**src/sok_pkg.sv**
```systemverilog
/*
 * sok_pkg: constants and types shared by the safety override and
 * keyswitch controller and its self-checking bench.
 * assumes a 40 MHz clk_sys and a 32-bit classic Wishbone register bus.
 */
package sok_pkg;

    // geometry
    localparam int SOK_NUM_MOD = 4;
    localparam int SOK_OUT_W = 8;
    localparam int SOK_IRQ_W = 6;

    // timing
    localparam longint SOK_CLK_HZ = 40_000_000;
    localparam longint SOK_DEBOUNCE_US = 1000;
    localparam longint SOK_JUMPER_MS = 100;
    localparam int SOK_DEBOUNCE_CYC =
        int'((SOK_DEBOUNCE_US * SOK_CLK_HZ + 999_999) / 1_000_000);
    localparam int SOK_JUMPER_CYC =
        int'((SOK_JUMPER_MS * SOK_CLK_HZ + 999) / 1000);

    // register byte offsets
    localparam logic [7:0] SOK_ADR_CTRL = 8'h00;
    localparam logic [7:0] SOK_ADR_SAFE = 8'h04;
    localparam logic [7:0] SOK_ADR_STATUS = 8'h08;
    localparam logic [7:0] SOK_ADR_IRQ_STAT = 8'h0c;
    localparam logic [7:0] SOK_ADR_IRQ_CLR = 8'h10;
    localparam logic [7:0] SOK_ADR_IRQ_EN = 8'h14;

    // reset values
    localparam logic [31:0] SOK_CTRL_RST = 32'h0000_0000;
    localparam logic [31:0] SOK_SAFE_RST = 32'h0000_0000;
    localparam logic [31:0] SOK_IRQ_EN_RST = 32'h0000_0000;

    // field positions
    localparam int SOK_CTRL_APP_SET = 0;
    localparam int SOK_CTRL_LOCAL_LSB = 4;
    localparam int SOK_ST_OVR = 0;
    localparam int SOK_ST_HELD_BIT = 1;
    localparam int SOK_ST_LOCAL_LSB = 4;
    localparam int SOK_ST_TUNING = 8;
    localparam int SOK_ST_CONFIRM = 9;
    localparam int SOK_ST_JUMPER = 10;
    localparam int SOK_ST_COMM_LSB = 12;
    localparam int SOK_IRQ_OVR_SET = 0;
    localparam int SOK_IRQ_OVR_CLR = 1;
    localparam int SOK_IRQ_HELD = 2;
    localparam int SOK_IRQ_TUNE = 3;
    localparam int SOK_IRQ_COMM = 4;
    localparam int SOK_IRQ_CONFIRM = 5;

    // debounced contact indices
    localparam int SOK_IX_SET = 0;
    localparam int SOK_IX_RESET = 1;
    localparam int SOK_IX_TUNE_PRESENT = 2;
    localparam int SOK_IX_TUNE_ADJUST = 3;
    localparam int SOK_IX_CONFIRM = 4;
    localparam int SOK_IX_MOD_LSB = 5;

    typedef enum logic [2:0] {
        SOK_HELD = 3'b001,
        SOK_OVERRIDE = 3'b010,
        SOK_RUN = 3'b100
    } sok_state_e;

endpackage

```
**src/sok_safety_override_ctrl.sv**
```systemverilog
/*
 * sok_safety_override_ctrl: global and per-module safety override,
 * held-safe state, maintenance keyswitch power gating, downstream-safe
 * contact, interrupt status and a classic Wishbone register slave.
 * assumes app_cmd, app requests and comm_ok come from logic on clk_sys;
 * all contacts are asynchronous dry contacts, closed reads as 1.
 */
// Behaviour
// - override set forces outputs to safe values
// - override reset returns outputs to application
// - manual switch or configured application request sets
// - only reset contact clears, all sources inactive
// - logic module contacts act on every module
// - optional per-module contacts act locally only
// - both contacts jumpered pass automatically into run
// - maintenance keyswitch read on dedicated contact
// - workstation port powered only in adjust
// - tuning activity signalled to workstation, control room
// - downstream-safe contact read on designated input
// - held-safe request forces safe until human reset
// - lost communication forces that module safe
`timescale 1ns/1ps
module sok_safety_override_ctrl #(
    parameter int NUM_MOD = sok_pkg::SOK_NUM_MOD,
    parameter int OUT_W = sok_pkg::SOK_OUT_W,
    parameter int DEBOUNCE_CYC = sok_pkg::SOK_DEBOUNCE_CYC,
    parameter int JUMPER_CYC = sok_pkg::SOK_JUMPER_CYC
) (
    // clock and reset
    input wire logic clk_sys,
    input wire logic nrst,
    // wishbone slave
    input wire logic wb_cyc,
    input wire logic wb_stb,
    input wire logic wb_we,
    input wire logic [7:0] wb_adr,
    input wire logic [3:0] wb_sel,
    input wire logic [31:0] wb_dat_w,
    output logic [31:0] wb_dat_r,
    output logic wb_ack,
    // application logic
    input wire logic [NUM_MOD*OUT_W-1:0] app_cmd,
    input wire logic app_override_req,
    input wire logic app_hold_safe_req,
    input wire logic [NUM_MOD-1:0] comm_ok,
    // field contacts
    input wire logic override_set_input,
    input wire logic override_reset_input,
    input wire logic [NUM_MOD-1:0] mod_override_set_input,
    input wire logic [NUM_MOD-1:0] mod_override_reset_input,
    input wire logic tune_key_present,
    input wire logic tune_key_adjust,
    input wire logic downstream_safe_confirm,
    // outputs
    output logic [NUM_MOD*OUT_W-1:0] field_out,
    output logic maintenance_workstation_power_en,
    output logic tuning_to_maintenance_workstation,
    output logic tuning_to_control_room,
    output logic downstream_safe_ok,
    output logic override_active,
    output logic irq
);
    localparam int TOT = NUM_MOD * OUT_W;
    localparam int IRQ_W = sok_pkg::SOK_IRQ_W;
    localparam int NIN = sok_pkg::SOK_IX_MOD_LSB + 2 * NUM_MOD;
    localparam int JW = $clog2(JUMPER_CYC + 1);

    typedef struct packed {
        sok_pkg::sok_state_e st;
        logic [NUM_MOD-1:0] local_ovr;
        logic [TOT-1:0] field_out;
        logic app_set_cfg;
        logic [NUM_MOD-1:0] local_cfg;
        logic [TOT-1:0] safe_val;
        logic [IRQ_W-1:0] irq_stat;
        logic [IRQ_W-1:0] irq_en;
        logic ack;
        logic [31:0] rdat;
        logic [JW-1:0] jump_cnt;
        logic jumper;
        logic power_en;
        logic confirm;
        logic [NUM_MOD-1:0] comm_q;
    } sok_core_s;

    sok_core_s cur;
    sok_core_s nx;

    logic [NIN-1:0] raw;
    logic [NIN-1:0] db;
    logic [NUM_MOD-1:0] lset;
    logic [NUM_MOD-1:0] lrst;
    logic bus_req;
    logic wr;
    logic [7:0] adr;
    logic set_src;
    logic [31:0] ctrl_word;
    logic [31:0] stat_word;
    logic [31:0] ctrl_new;
    logic [31:0] safe_new;
    logic [31:0] en_new;
    logic [IRQ_W-1:0] clr;
    logic [IRQ_W-1:0] ev;
    logic [NUM_MOD-1:0] force_safe;

    // byte-lane merge for every writable register
    function automatic logic [31:0] sok_merge(input logic [31:0] old,
                                              input logic [31:0] d,
                                              input logic [3:0] sel);
        logic [31:0] r;
        r = old;
        for (int i = 0; i < 4; i++) begin
            if (sel[i]) begin
                r[i*8 +: 8] = d[i*8 +: 8];
            end
        end
        return r;
    endfunction

    assign raw = {mod_override_reset_input, mod_override_set_input,
                  downstream_safe_confirm, tune_key_adjust,
                  tune_key_present, override_reset_input,
                  override_set_input};

    generate
        for (genvar g = 0; g < NIN; g++) begin : g_deb
            sok_debounce #(
                .CYC(DEBOUNCE_CYC)
            ) u_deb (
                .clk_sys(clk_sys),
                .nrst(nrst),
                .raw(raw[g]),
                .stable(db[g])
            );
        end
    endgenerate

    assign lset = db[sok_pkg::SOK_IX_MOD_LSB +: NUM_MOD];
    assign lrst = db[sok_pkg::SOK_IX_MOD_LSB + NUM_MOD +: NUM_MOD];

    assign bus_req = wb_cyc & wb_stb & ~cur.ack;
    assign wr = bus_req & wb_we;
    assign adr = {wb_adr[7:2], 2'b00};

    // jumpered set contact is no longer a live source
    assign set_src = (db[sok_pkg::SOK_IX_SET] & ~cur.jumper)
                   | (cur.app_set_cfg & app_override_req);

    assign ctrl_word = (32'(cur.app_set_cfg) << sok_pkg::SOK_CTRL_APP_SET)
                     | (32'(cur.local_cfg) << sok_pkg::SOK_CTRL_LOCAL_LSB);
    assign stat_word =
        (32'(cur.st != sok_pkg::SOK_RUN) << sok_pkg::SOK_ST_OVR)
      | (32'(cur.st == sok_pkg::SOK_HELD) << sok_pkg::SOK_ST_HELD_BIT)
      | (32'(cur.local_ovr) << sok_pkg::SOK_ST_LOCAL_LSB)
      | (32'(cur.power_en) << sok_pkg::SOK_ST_TUNING)
      | (32'(cur.confirm) << sok_pkg::SOK_ST_CONFIRM)
      | (32'(cur.jumper) << sok_pkg::SOK_ST_JUMPER)
      | (32'(NUM_MOD'(~cur.comm_q)) << sok_pkg::SOK_ST_COMM_LSB);

    assign ctrl_new = sok_merge(ctrl_word, wb_dat_w, wb_sel);
    assign safe_new = sok_merge(32'(cur.safe_val), wb_dat_w, wb_sel);
    assign en_new = sok_merge(32'(cur.irq_en), wb_dat_w, wb_sel);
    assign clr = (wr && adr == sok_pkg::SOK_ADR_IRQ_CLR)
               ? IRQ_W'(sok_merge(32'h0, wb_dat_w, wb_sel))
               : '0;

    always_comb begin
        nx = cur;
        ev = '0;
        force_safe = '0;

        // jumper detection: both contacts closed for the full hold
        if (db[sok_pkg::SOK_IX_SET] && db[sok_pkg::SOK_IX_RESET]) begin
            if (cur.jump_cnt == JW'(JUMPER_CYC)) begin
                nx.jumper = 1'b1;
            end else begin
                nx.jump_cnt = cur.jump_cnt + JW'(1);
            end
        end else begin
            nx.jump_cnt = '0;
            nx.jumper = 1'b0;
        end

        // global override; held request first, then set, then reset
        if (app_hold_safe_req) begin
            nx.st = sok_pkg::SOK_HELD;
        end else if (set_src) begin
            if (cur.st != sok_pkg::SOK_HELD) begin
                nx.st = sok_pkg::SOK_OVERRIDE;
            end
        end else if (db[sok_pkg::SOK_IX_RESET]) begin
            nx.st = sok_pkg::SOK_RUN;
        end

        // local overrides, only on modules configured for them
        for (int m = 0; m < NUM_MOD; m++) begin
            if (!cur.local_cfg[m]) begin
                nx.local_ovr[m] = 1'b0;
            end else if (lset[m]) begin
                nx.local_ovr[m] = 1'b1;
            end else if (lrst[m]) begin
                nx.local_ovr[m] = 1'b0;
            end
        end

        nx.power_en = db[sok_pkg::SOK_IX_TUNE_PRESENT]
                    & db[sok_pkg::SOK_IX_TUNE_ADJUST];
        nx.confirm = db[sok_pkg::SOK_IX_CONFIRM];
        nx.comm_q = comm_ok;

        // register slave: one wait state, unmapped reads give zero
        nx.ack = bus_req;
        nx.rdat = '0;
        if (bus_req && !wb_we) begin
            unique case (adr)
                sok_pkg::SOK_ADR_CTRL: nx.rdat = ctrl_word;
                sok_pkg::SOK_ADR_SAFE: nx.rdat = 32'(cur.safe_val);
                sok_pkg::SOK_ADR_STATUS: nx.rdat = stat_word;
                sok_pkg::SOK_ADR_IRQ_STAT: nx.rdat = 32'(cur.irq_stat);
                sok_pkg::SOK_ADR_IRQ_EN: nx.rdat = 32'(cur.irq_en);
                default: nx.rdat = '0;
            endcase
        end
        if (wr && adr == sok_pkg::SOK_ADR_CTRL) begin
            nx.app_set_cfg = ctrl_new[sok_pkg::SOK_CTRL_APP_SET];
            nx.local_cfg = ctrl_new[sok_pkg::SOK_CTRL_LOCAL_LSB +: NUM_MOD];
        end
        if (wr && adr == sok_pkg::SOK_ADR_SAFE) begin
            nx.safe_val = safe_new[TOT-1:0];
        end
        if (wr && adr == sok_pkg::SOK_ADR_IRQ_EN) begin
            nx.irq_en = en_new[IRQ_W-1:0];
        end

        // outputs follow the state taken at this same edge
        for (int m = 0; m < NUM_MOD; m++) begin
            force_safe[m] = (nx.st != sok_pkg::SOK_RUN)
                          | nx.local_ovr[m]
                          | ~comm_ok[m];
            nx.field_out[m*OUT_W +: OUT_W] = force_safe[m]
                ? nx.safe_val[m*OUT_W +: OUT_W]
                : app_cmd[m*OUT_W +: OUT_W];
        end

        ev[sok_pkg::SOK_IRQ_OVR_SET] = (cur.st == sok_pkg::SOK_RUN)
                                     & (nx.st != sok_pkg::SOK_RUN);
        ev[sok_pkg::SOK_IRQ_OVR_CLR] = (cur.st != sok_pkg::SOK_RUN)
                                     & (nx.st == sok_pkg::SOK_RUN);
        ev[sok_pkg::SOK_IRQ_HELD] = (cur.st != sok_pkg::SOK_HELD)
                                  & (nx.st == sok_pkg::SOK_HELD);
        ev[sok_pkg::SOK_IRQ_TUNE] = nx.power_en & ~cur.power_en;
        ev[sok_pkg::SOK_IRQ_COMM] = |(cur.comm_q & ~comm_ok);
        ev[sok_pkg::SOK_IRQ_CONFIRM] = nx.confirm ^ cur.confirm;
        // a new event outranks a clear in the same cycle
        nx.irq_stat = (cur.irq_stat & ~clr) | ev;
    end

    // power-up lands in held-safe: outputs safe until a reset action
    always_ff @(posedge clk_sys or negedge nrst) begin
        if (!nrst) begin
            cur <= '0;
            cur.st <= sok_pkg::SOK_HELD;
            cur.app_set_cfg <=
                sok_pkg::SOK_CTRL_RST[sok_pkg::SOK_CTRL_APP_SET];
            cur.local_cfg <=
                sok_pkg::SOK_CTRL_RST[sok_pkg::SOK_CTRL_LOCAL_LSB +: NUM_MOD];
            cur.safe_val <= sok_pkg::SOK_SAFE_RST[TOT-1:0];
            cur.irq_en <= sok_pkg::SOK_IRQ_EN_RST[IRQ_W-1:0];
            cur.comm_q <= '1;
        end else begin
            cur <= nx;
        end
    end

    assign wb_dat_r = cur.rdat;
    assign wb_ack = cur.ack;
    assign field_out = cur.field_out;
    assign maintenance_workstation_power_en = cur.power_en;
    assign tuning_to_maintenance_workstation = cur.power_en;
    assign tuning_to_control_room = cur.power_en;
    assign downstream_safe_ok = cur.confirm;
    assign override_active = cur.st != sok_pkg::SOK_RUN;
    assign irq = |(cur.irq_stat & cur.irq_en);

    property p_global_safe;
        @(posedge clk_sys) disable iff (!nrst)
        cur.st != sok_pkg::SOK_RUN |-> field_out == cur.safe_val;
    endproperty
    a_global_safe: assert property (p_global_safe)
        else $error("override set but outputs not safe");

    property p_normal;
        @(posedge clk_sys) disable iff (!nrst)
        (cur.st == sok_pkg::SOK_RUN && cur.local_ovr == '0
            && $past(comm_ok) == '1) |-> field_out == $past(app_cmd);
    endproperty
    a_normal: assert property (p_normal)
        else $error("outputs not under application control");

    property p_app_set;
        @(posedge clk_sys) disable iff (!nrst)
        (cur.app_set_cfg && app_override_req) |=> override_active;
    endproperty
    a_app_set: assert property (p_app_set)
        else $error("application request did not set override");

    property p_reset_cause;
        @(posedge clk_sys) disable iff (!nrst)
        $rose(cur.st == sok_pkg::SOK_RUN) |->
            $past(db[sok_pkg::SOK_IX_RESET]) && !$past(set_src)
            && !$past(app_hold_safe_req);
    endproperty
    a_reset_cause: assert property (p_reset_cause)
        else $error("override cleared without a valid reset");

    property p_local;
        @(posedge clk_sys) disable iff (!nrst)
        (cur.local_ovr[0] && !cur.local_ovr[NUM_MOD-1]
            && cur.st == sok_pkg::SOK_RUN && $past(comm_ok) == '1) |->
            field_out[OUT_W-1:0] == cur.safe_val[OUT_W-1:0]
            && field_out[TOT-1 -: OUT_W] == $past(app_cmd[TOT-1 -: OUT_W]);
    endproperty
    a_local: assert property (p_local)
        else $error("local override leaked or missed");

    property p_jumper;
        @(posedge clk_sys) disable iff (!nrst)
        (cur.jumper && db[sok_pkg::SOK_IX_RESET] && !app_hold_safe_req
            && !(cur.app_set_cfg && app_override_req)) |=>
            cur.st == sok_pkg::SOK_RUN;
    endproperty
    a_jumper: assert property (p_jumper)
        else $error("jumpered contacts did not reach run");

    property p_power;
        @(posedge clk_sys) disable iff (!nrst)
        ##1 maintenance_workstation_power_en ==
            ($past(db[sok_pkg::SOK_IX_TUNE_PRESENT])
             && $past(db[sok_pkg::SOK_IX_TUNE_ADJUST]));
    endproperty
    a_power: assert property (p_power)
        else $error("workstation port power wrong");

    property p_tune_flag;
        @(posedge clk_sys) disable iff (!nrst)
        $rose(maintenance_workstation_power_en) |->
            tuning_to_control_room && tuning_to_maintenance_workstation
            && cur.irq_stat[sok_pkg::SOK_IRQ_TUNE];
    endproperty
    a_tune_flag: assert property (p_tune_flag)
        else $error("tuning activity not signalled");

    property p_held;
        @(posedge clk_sys) disable iff (!nrst)
        app_hold_safe_req |=> cur.st == sok_pkg::SOK_HELD
            ##1 (cur.st == sok_pkg::SOK_HELD
                 || $past(db[sok_pkg::SOK_IX_RESET]));
    endproperty
    a_held: assert property (p_held)
        else $error("held-safe entered or left wrongly");

    property p_comm;
        @(posedge clk_sys) disable iff (!nrst)
        !comm_ok[0] |=> field_out[OUT_W-1:0] == cur.safe_val[OUT_W-1:0];
    endproperty
    a_comm: assert property (p_comm)
        else $error("lost link did not force module safe");

    property p_set_wins;
        @(posedge clk_sys) disable iff (!nrst)
        (set_src && db[sok_pkg::SOK_IX_RESET]) |=> override_active;
    endproperty
    a_set_wins: assert property (p_set_wins)
        else $error("reset beat set");
endmodule

```
**src/sok_debounce.sv**
```systemverilog
/*
 * sok_debounce: two-flop synchroniser and stability filter for one
 * dry contact. assumes the raw input is asynchronous to clk_sys;
 * the filtered level reads open (0) from reset until proven closed.
 */
`timescale 1ns/1ps
module sok_debounce #(
    parameter int CYC = 40000
) (
    // clock and reset
    input wire logic clk_sys,
    input wire logic nrst,
    // contact
    input wire logic raw,
    output logic stable
);
    localparam int CW = $clog2(CYC + 1);

    typedef struct packed {
        logic s1;
        logic s2;
        logic level;
        logic [CW-1:0] cnt;
    } sok_deb_s;

    sok_deb_s cur;
    sok_deb_s nx;

    always_comb begin
        nx = cur;
        nx.s1 = raw;
        nx.s2 = cur.s1;
        if (cur.s2 == cur.level) begin
            nx.cnt = '0;
        end else if (cur.cnt == CW'(CYC - 1)) begin
            nx.level = cur.s2;
            nx.cnt = '0;
        end else begin
            nx.cnt = cur.cnt + CW'(1);
        end
    end

    always_ff @(posedge clk_sys or negedge nrst) begin
        if (!nrst) begin
            cur <= '0;
        end else begin
            cur <= nx;
        end
    end

    assign stable = cur.level;
endmodule

```
**config.mk**
```make
export PLATFORM = sky130hd
export DESIGN_NAME = sok_safety_override_ctrl
export DESIGN_NICKNAME = d
export VERILOG_FILES = /design/src/sok_pkg.sv /design/src/sok_safety_override_ctrl.sv /design/src/sok_debounce.sv
export SDC_FILE = /design/constraint.sdc
export NUM_CORES = 1
export LEC_CHECK = 0
export BUFFER_PORTS_ARGS = -buffer_cell sky130_fd_sc_hd__buf_2
export CORE_MARGIN = 2
export CORE_UTILIZATION = 31
export CTS_BUF_LIST = sky130_fd_sc_hd__clkbuf_4 sky130_fd_sc_hd__clkbuf_8
export DETAILED_ROUTE_END_ITERATION = 10
export PLACE_DENSITY_LB_ADDON = 0.2
export SLEW_MARGIN = 40
export SYNTH_ARGS = -nofsm -noshare
export SYNTH_HDL_FRONTEND = slang
export SYNTH_SLANG_ARGS = --single-unit
```
**constraint.sdc**
```tcl
create_clock -name clk_sys -period 2.8 [get_ports clk_sys]
set_clock_uncertainty 0.2 [all_clocks]
set_input_delay 0.56 -clock clk_sys [delete_from_list [all_inputs] [get_ports clk_sys]]
set_output_delay 0.56 -clock clk_sys [all_outputs]
set_load 0.005 [all_outputs]
```
# ---- After elaboration in Yosys (flattened, before gate mapping)
# Index checks and enable logic that the tools add are counted.
dict set report classes {
  add_sub_neg 14
  eq_ne 41
  n_mux 59
  n_bitwise 54
  n_reduce_logical 24
}
# op count
set op_table {}
lappend op_table {{16-bit 2-to-1 mux} 26}
lappend op_table {{16-bit by 1-bit adder with 16-bit output, second input constant} 13}
lappend op_table {{16-bit == test, second input constant} 13}
lappend op_table {{32-bit one-hot mux with 5 select lines} 1}
lappend op_table {{8-bit 2-to-1 mux} 9}
lappend op_table {{32-bit 2-to-1 mux} 2}
lappend op_table {{2-bit AND reduction} 14}
lappend op_table {{23-bit 2-to-1 mux} 1}
lappend op_table {{22-bit by 1-bit adder with 22-bit output, second input constant} 1}
lappend op_table {{22-bit == test, second input constant} 1}
lappend op_table {{22-bit 2-to-1 mux} 1}
lappend op_table {{1-bit inverter} 20}
lappend op_table {{11-bit by 16-bit OR with 16-bit output} 1}
lappend op_table {{1-bit == test} 13}
lappend op_table {{1-bit 2-to-1 mux} 13}
lappend op_table {{6-bit AND} 2}
lappend op_table {{6-bit by 2-bit == test with 1-bit output, second input constant} 2}
lappend op_table {{6-bit by 3-bit == test with 1-bit output, second input constant} 2}
lappend op_table {{3-bit 2-to-1 mux} 4}
lappend op_table {{6-bit 2-to-1 mux} 2}
lappend op_table {{10-bit by 11-bit OR with 11-bit output} 1}
lappend op_table {{1-bit AND} 10}
lappend op_table {{9-bit by 10-bit OR with 10-bit output} 1}
lappend op_table {{1-bit OR} 9}
lappend op_table {{21 further kinds} 30}
dict set report word_totals {
  ff_bits 397
  input_bits 100
  out_inout_bits 71
  word_cells 259
}

# ---- Longest topological paths before layout
# Gate-level depths: netlist of run 1.
dict set report logic_depth {
  word_depth 9
  ltp_mapped 6
}

# ---- Modules after synthesis
# From an unflattened synthesis of run 1, not the netlist that was laid out.
dict set report hier_totals {
  cells_unflattened 1670
  area_unflattened_um2 18412.7
}
# module instances cells_each area_per_inst_um2
set modules_own_cells {}
lappend modules_own_cells {sok_debounce 13 86 897.1}
lappend modules_own_cells {sok_safety_override_ctrl 1 552 6750.2}

# ---- Worst setup path before layout of run 1
# OpenSTA, ideal clock, no wires.
dict set report synth_path {
  path_type {in2reg}
  startpoint {in wb_adr[5]}
  endpoint {reg cur (netlist bit field_out[10])}
  setup_ns 0.125
  arrival_time_ns 2.137
  t_required_ns 2.475
  slack_ns 0.339
  path_stages 5
  path_buffers 1
  path_cell_list {nor4_2 > and4_1 > buf_2 > mux2_2 > mux2_2}
}
# item line
set synth_rtl {}
lappend synth_rtl {{start, declared} sok_safety_override_ctrl.sv:36} ;# input wire logic [7:0] wb_adr,
lappend synth_rtl {{end signal, assigned} sok_safety_override_ctrl.sv:271} ;# cur <= nx;
lappend synth_rtl {{end, declared} sok_safety_override_ctrl.sv:86} ;# sok_core_s cur;

==> metrics.csv, run 1 <==
stage,metric,value,unit
outcome,status,finished clean,
global_route,Overflow after GRT,0,
cells_and_area,Fill cells,5726,
power_and_ir_drop,pwr dens,565.9,mW/mm²
floorplanning,DIE WIDTH,245.5,µm
route,vias per inst,4.733,
sta,Slew HR,59.60,%
power_and_ir_drop,VDD IR-drop max,0.6131,mV
floorplanning,FP Rows,88,
logic_synthesis,"Async S/R FF share, synth",100.0,%
setup_path,CP max stage delay,620,ps
route,post-route ant nets,0,
place,DP Cell Count,2532,
clock_tree,CTS root buf,clkbuf_8,
cells_and_area,Finished Layout Cells,2750,
route,Residual DRC,0,
cells_and_area,nets,2042,
worst_hold_path,hold crit path type,input pin to flop,
setup_path,Critical Path End,field_out[5],
cells_and_area,footprint of the multi-input gates,0.007323,mm²
sta,Slew Limit Fails,0,
logic_synthesis,Synth top cells by count,"dfrtp_1 (392), nor2_1 (227), xnor2_1 (92), mux2_2 (90), nand3_1 (83)",
logic_synthesis,syn nets,1767,
setup_path,Worst Setup SP,cur[149],
setup_path,Buf/Inv on CP,0,
floorplanning,core area,0.05770,mm²
logic_synthesis,Post-synth EDFFs,0,
setup_path,RR Endpoint,field_out[5],
setup_path,CP Max Fanout,8,
clock_tree,CTS tree,built,
setup_path,"delay-heaviest family, CP",simple AND/OR/NAND/NOR gates,
place,RD Place Congestion,0.7696,
setup_path,startpoint type of the worst setup path,flop,
global_route,largest net degree at the start of global routing,70,
clock_tree,largest buffer count on any clock path,3,
sta,Final period util,94.31,%
place,input/output buffers,168,
logic_synthesis,cell taking the most area after synthesis,dfrtp_1,
place,hpwl dp,30170,µm
setup_path,WP depth,4,
setup_path,reg2reg setup slack,160,ps
logic_synthesis,#FFs+latches synth,397,
clock_tree,H-tree Lvls,3,
sta,setup TNS,0,ps
logic_synthesis,most common cell in the netlist,dfrtp_1,
flow_run,Max-Cap Viols,0,
cells_and_area,post-layout util,38.42,%
floorplanning,die height,245.5,µm
setup_path,CP max-delay cell,a2111oi_4,
logic_synthesis,top_reg_cell synth,dfrtp_1,
floorplanning,# IOs,171,
route,Routed WL,42890,µm
power_and_ir_drop,Pleak,9.921,nW
sta,Fmax achieved,378.7,MHz
setup_path,reg2reg start,cur[149],
place,pre-CTS setup slack,41.04,ps
global_route,Global Route Usage Sum,14.43,%
logic_synthesis,Synth cell types,62,
floorplanning,die area,0.06025,mm²
global_route,global-route wire length before repair,69650,µm
sta,Worst Tran Pin Value,600.5,ps
setup_path,Reg2Reg Depth,4,
setup_path,Worst Path Required,3110,ps
sta,endpoints failing setup,0,
clock_tree,Worst-Skew Late Latency,640,ps
route,Pre-Repair DR Iteration Count,5,
cells_and_area,register area,0.009941,mm²
sta,min cycle time layout,2641,ps
sta,Final Hold Fails,0,
clock_tree,total clock buffers created by CTS,75,
global_route,vias in the first global route,13217,
setup_path,crit-path cells,or3b_1 > a2111oi_4 > nand3b_2 > mux2_2,
logic_synthesis,Mapped Avg Cell Area,10.94,µm²
setup_path,arrival time at the worst endpoint,2950,ps
setup_path,Setup CP Type,flop to flop,
clock_tree,Clock Pin Slew Worst Setup and Hold Paths,50,ps
logic_synthesis,synth top area cells,"dfrtp_1 (54%), mux2_2 (5.6%), nor2_1 (4.7%)",
cells_and_area,share of layout cells above drive strength 1,24.13,%
route,Routed WL per cell,15.60,µm
logic_synthesis,Post-Synthesis Cells,1652,
setup_path,Critical Path End Type,flop,
clock_tree,# clock sinks,397,
logic_synthesis,Mapped Area,0.01807,mm²
logic_synthesis,Synth warnings,0,
logic_synthesis,"Seq/Total Area, Yosys",55.00,%
route,via count,13017,
route,DRT iter0 DRCs,545,
global_route,initial antenna violation count,5,
cells_and_area,area grow syn2layout,22.64,%
sta,Final Worst Setup Slack,159.4,ps
logic_synthesis,Synth top area share,54.27,%
floorplanning,initial core utilization,31.33,%
sta,RSZ-0062 raised after global routing,no,
[metal layers]
layer,up-vias,wire [µm],global-route usage (%)
met2,201,19520,22.42
li1,6304,-,-
met3,77,1913,3.842
met5,-,44,0
met1,6429,20470,19.66
met4,6,951,4.367
[cell families (layout without fill, tap and decap cells)]
kind of cell	Yosys count	count (layout)	synth area share [%]
mux	96	96	6.168
compound gates	148	148	5.656
buf+inv	152	481	4.583
simple gates	674	674	19.32
fa+ha+maj	15	15	1.038
flops	397	397	55.00
xor+xnor	170	170	8.238
other cells	0	4	0
[placed cells by master, fill, tap and decap left out, types with 54 or more instances in the layout]
cell type and instances:
clkbuf_8 96, dfrtp_1 392, mux2_2 90, buf_2 167
inv_1 54, xnor2_1 92, nor2_1 227, xor2_1 78
dlygate4sd3_1 83, nand3_1 83, nand2_1 67, nand4_1 56
[power by group]
| part | internal (mW) | switching (mW) |
|---|---|---|
| clock network | 3.57 | 2.47 |
| registers | 5.84 | 0.0705 |
| logic | 0.267 | 0.325 |
| total | 9.68 | 2.86 |
[through the flow]
stage | hold slack, ps | cell area [µm²] | total power [mW]
3_5_place_dp | 134.7 | 19690 | 6.525
2_1_floorplan | 64.41 | 18070 | 6.193
4_1_cts | 22.00 | 22150 | 12.80
6_report | 71.17 | 22170 | 12.54
5_1_grt | 47.68 | 22160 | 13.15
3_3_place_gp | 133.4 | 19690 | 6.514
[timing repair]
action | 4_1_cts | 5_1_grt
endpoints found under the hold margin | 142 | 0
gates resized for setup | 0 | 1
hold buffers | 83 | 0
setup buffers | 0 | 0
endpoints found under the setup margin | 0 | 8
[worst min-delay path by stage]
stage / slack (ps) / cells after the start / endpoint / from
after global routing: 50 / 3 / wb_ack / wb_cyc
final: 70 / 3 / wb_ack / wb_cyc
after floorplan: 60 / 0 / cur[100] / nrst
after CTS: 20 / 3 / wb_ack / wb_cyc
after global placement: 130 / 0 / g_deb[6].u_deb.cur[17] / g_deb[6].u_deb.cur[18]
after detailed placement: 130 / 0 / g_deb[6].u_deb.cur[17] / g_deb[6].u_deb.cur[18]
[worst reg2reg max path, cell delays in order, from the launching register on]
cell,delay (ps)
dfrtp_1,400
or3b_1,480
a2111oi_4,620
nand3b_2,430
mux2_2,390
[sequential cells by signal (all words and copies together), names as in the netlist]
name,flops
g_deb.u_deb.cur,234
cur,83
field_out,32
wb_dat_r,32
g_deb.u_deb.stable,13
downstream_safe_ok,1
maintenance_workstation_power_en,1
wb_ack,1
[layout make-up]
cell class                      count  share of cell area [%]
Timing Repair Buffer              296                   9.505
Inverter                           54                  0.9144
Clock buffer                      120                   6.773
Multi-Input combinational cell   1103                   33.04
Antenna cell                        4                 0.04515
Sequential cell                   397                   44.84
Tap cell                          765                   4.318
Clock inverter                     11                  0.5644
Power figures use the tool's default switching activity.
==> run 2: changes to the inputs <==
--- a/config.mk
+++ b/config.mk
@@ -5,11 +5,11 @@
 export SDC_FILE = /design/constraint.sdc
 export NUM_CORES = 1
 export LEC_CHECK = 0
-export BUFFER_PORTS_ARGS = -buffer_cell sky130_fd_sc_hd__buf_2
 export CORE_MARGIN = 2
 export CORE_UTILIZATION = 31
 export CTS_BUF_LIST = sky130_fd_sc_hd__clkbuf_4 sky130_fd_sc_hd__clkbuf_8
 export DETAILED_ROUTE_END_ITERATION = 10
+export DONT_BUFFER_PORTS = 1
 export PLACE_DENSITY_LB_ADDON = 0.2
 export SLEW_MARGIN = 40
 export SYNTH_ARGS = -nofsm -noshare
==> metrics.csv, run 2 (synthesized netlist as in run 1, its figures left out) <==
stage,metric,value,unit,change
setup_path,crit-path cells,or3b_1 > a2111oi_4 > nand3b_2 > mux2_2,,unchanged
setup_path,CP Max Fanout,8,,unchanged
route,DRT iter0 DRCs,741,,was 545
power_and_ir_drop,pwr dens,577.6,mW/mm²,was 565.9 mW/mm²
setup_path,CP max-delay cell,a2111oi_4,,unchanged
sta,Slew HR,40.65,%,was 59.60%
cells_and_area,Fill cells,5752,,was 5726
setup_path,reg2reg start,cur[148],,was cur[149]
cells_and_area,nets,1861,,was 2042
global_route,largest net degree at the start of global routing,398,,was 70
place,input/output buffers,0,,was 168
outcome,failing checks,hold timing,,
floorplanning,initial core utilization,31.33,%,unchanged
route,vias per inst,4.811,,was 4.733
clock_tree,# clock sinks,397,,unchanged
route,Pre-Repair DR Iteration Count,5,,unchanged
sta,min cycle time layout,2620,ps,was 2641 ps
clock_tree,PostCTS Resize Cnt,0,,unchanged
setup_path,RR Endpoint,field_out[15],,was field_out[5]
floorplanning,# IOs,171,,unchanged
sta,Worst Tran Pin Value,890.3,ps,was 600.5 ps
sta,Final Worst Setup Slack,180.2,ps,was 159.4 ps
outcome,status,"finished, violations left",,was finished clean
cells_and_area,share of layout cells above drive strength 1,16.24,%,was 24.13%
setup_path,Worst Path Required,3110,ps,about the same
setup_path,arrival time at the worst endpoint,2930,ps,was 2950 ps
route,post-route ant nets,0,,unchanged
global_route,initial antenna violation count,5,,unchanged
clock_tree,CTS root buf,clkbuf_8,,unchanged
setup_path,startpoint type of the worst setup path,flop,,unchanged
power_and_ir_drop,VDD IR-drop max,0.2976,mV,was 0.6131 mV
cells_and_area,"commonest cells after routing, fill and taps aside","dfrtp_1 (392), nor2_1 (227), xnor2_1 (92), clkbuf_8 (92), mux2_2 (90)",,"was dfrtp_1 (392), nor2_1 (227), buf_2 (167), clkbuf_8 (96), xnor2_1 (92)"
sta,Final Hold Fails,397,,was 0
cells_and_area,"commonest non-fill, non-tap cell in the layout",dfrtp_1,,unchanged
flow_run,Max-Cap Viols,0,,unchanged
place,DP Cell Count,2349,,was 2532
clock_tree,largest buffer count on any clock path,3,,unchanged
place,RD Place Congestion,0.7835,,was 0.7696
global_route,global-route wire length before repair,67720,µm,was 69650 µm
floorplanning,core area,0.05770,mm²,unchanged
setup_path,Setup CP Type,flop to flop,,unchanged
setup_path,"delay-heaviest family, CP",simple AND/OR/NAND/NOR gates,,unchanged
setup_path,Reg2Reg Depth,4,,unchanged
global_route,Overflow after GRT,0,,unchanged
floorplanning,DIE WIDTH,245.5,µm,unchanged
clock_tree,H-tree Lvls,3,,unchanged
power_and_ir_drop,Pleak,9.012,nW,was 9.921 nW
floorplanning,FP Rows,88,,unchanged
power_and_ir_drop,total power,12.17,mW,was 12.54 mW
sta,Final period util,93.56,%,was 94.31%
cells_and_area,area grow syn2layout,16.61,%,was 22.64%
cells_and_area,top flop regs,"g_deb.u_deb.cur: 234 flops, cur: 83 flops",,unchanged
sta,Fmax achieved,381.7,MHz,was 378.7 MHz
clock_tree,CTS tree,built,,unchanged
route,Routed WL per cell,16.38,µm,was 15.60 µm
cells_and_area,Top reg by flops,g_deb.u_deb.cur,,unchanged
cells_and_area,Finished Layout Cells,2564,,was 2750
place,hpwl dp,27950,µm,was 30170 µm
sta,Slew Limit Fails,0,,unchanged
place,pre-CTS setup slack,134.5,ps,was 41.04 ps
clock_tree,total clock buffers created by CTS,74,,was 75
route,via count,12335,,was 13017
sta,RSZ-0062 raised after global routing,no,,unchanged
route,Routed WL,41990,µm,was 42890 µm
floorplanning,die height,245.5,µm,unchanged
setup_path,CP max stage delay,590,ps,was 620 ps
sta,endpoints failing setup,0,,unchanged
worst_hold_path,hold crit path type,input pin to asynchronous set/reset pin,,was input pin to flop
setup_path,reg2reg setup slack,180,ps,was 160 ps
sta,final hold slack,-575.7,ps,was 71.17 ps
global_route,vias in the first global route,12440,,was 13217
clock_tree,setup bufs post-CTS,0,,unchanged
cells_and_area,max FFs per register,234,,unchanged
setup_path,Critical Path End Type,flop,,unchanged
clock_tree,Worst-Skew Late Latency,650,ps,was 640 ps
sta,setup TNS,0,ps,unchanged
global_route,Global Route Usage Sum,14.16,%,was 14.43%
setup_path,Buf/Inv on CP,0,,unchanged
floorplanning,die area,0.06025,mm²,unchanged
clock_tree,CTS Hold Bufs,86,,was 83
clock_tree,Clock Pin Slew Worst Setup and Hold Paths,60,ps,was 50 ps
route,Residual DRC,0,,unchanged
[run 2: cell types whose count changed in the layout (fill, tap and decap cells not counted), moves of 3 or more]
cell	change
buf_2	-167
buf_12	-6
buf_4	-9
clkinv_2	+6
dlygate4sd3_1	+3
diode_2	-3
clkbuf_8	-4
clkbuf_4	-3
[run 2: worst max-delay path by stage]
stage                     depth (start not counted)       from             to  slack [ps]
after floorplan                                   5  wb_adr[5]  field_out[10]         340
after global placement                            4   cur[148]   field_out[8]         160
after detailed placement                          4   cur[148]  field_out[15]         130
after CTS                                         4   cur[148]  field_out[15]         110
after global routing                              4   cur[148]  field_out[15]          60
final                                             4   cur[148]  field_out[15]         180
[run 2: layout make-up]
| class | instances | area [µm²] | share of cell area (%) |
|---|---|---|---|
| sequential | 397 | 9941 | 47.17 |
| multi-input combinational | 1103 | 7315 | 34.70 |
| clock buffer | 113 | 1424 | 6.756 |
| timing repair buffer | 116 | 1099 | 5.212 |
| tap | 765 | 957.2 | 4.541 |
| inverter | 54 | 202.7 | 0.9617 |
| clock inverter | 15 | 136.4 | 0.6471 |
| antenna | 1 | 2.502 | 0.01187 |
[run 2: power by group]
group	switching, mW	internal, mW
logic	0.163	0.190
registers	0.0753	5.84
clock network	2.49	3.42
total	2.73	9.45
[run 2: layer usage]
metal  wire, µm  track usage [%]  vias up  share of wire (%)
li1           -                -     5927                  -
met1      19240            19.30     6048                 46
met2      18710            21.25      253                 45
met3       2784            4.322      101                6.6
met4       1227            4.902        6                2.9
met5         35                0        -              0.083
[run 2: stage by stage]
stage	util (%)	cell area [µm²]
finish	36.53	21080
global route	36.53	21070
CTS	36.52	21070
detailed placement	32.33	18650
global placement	32.33	18650
floorplan	-	18070
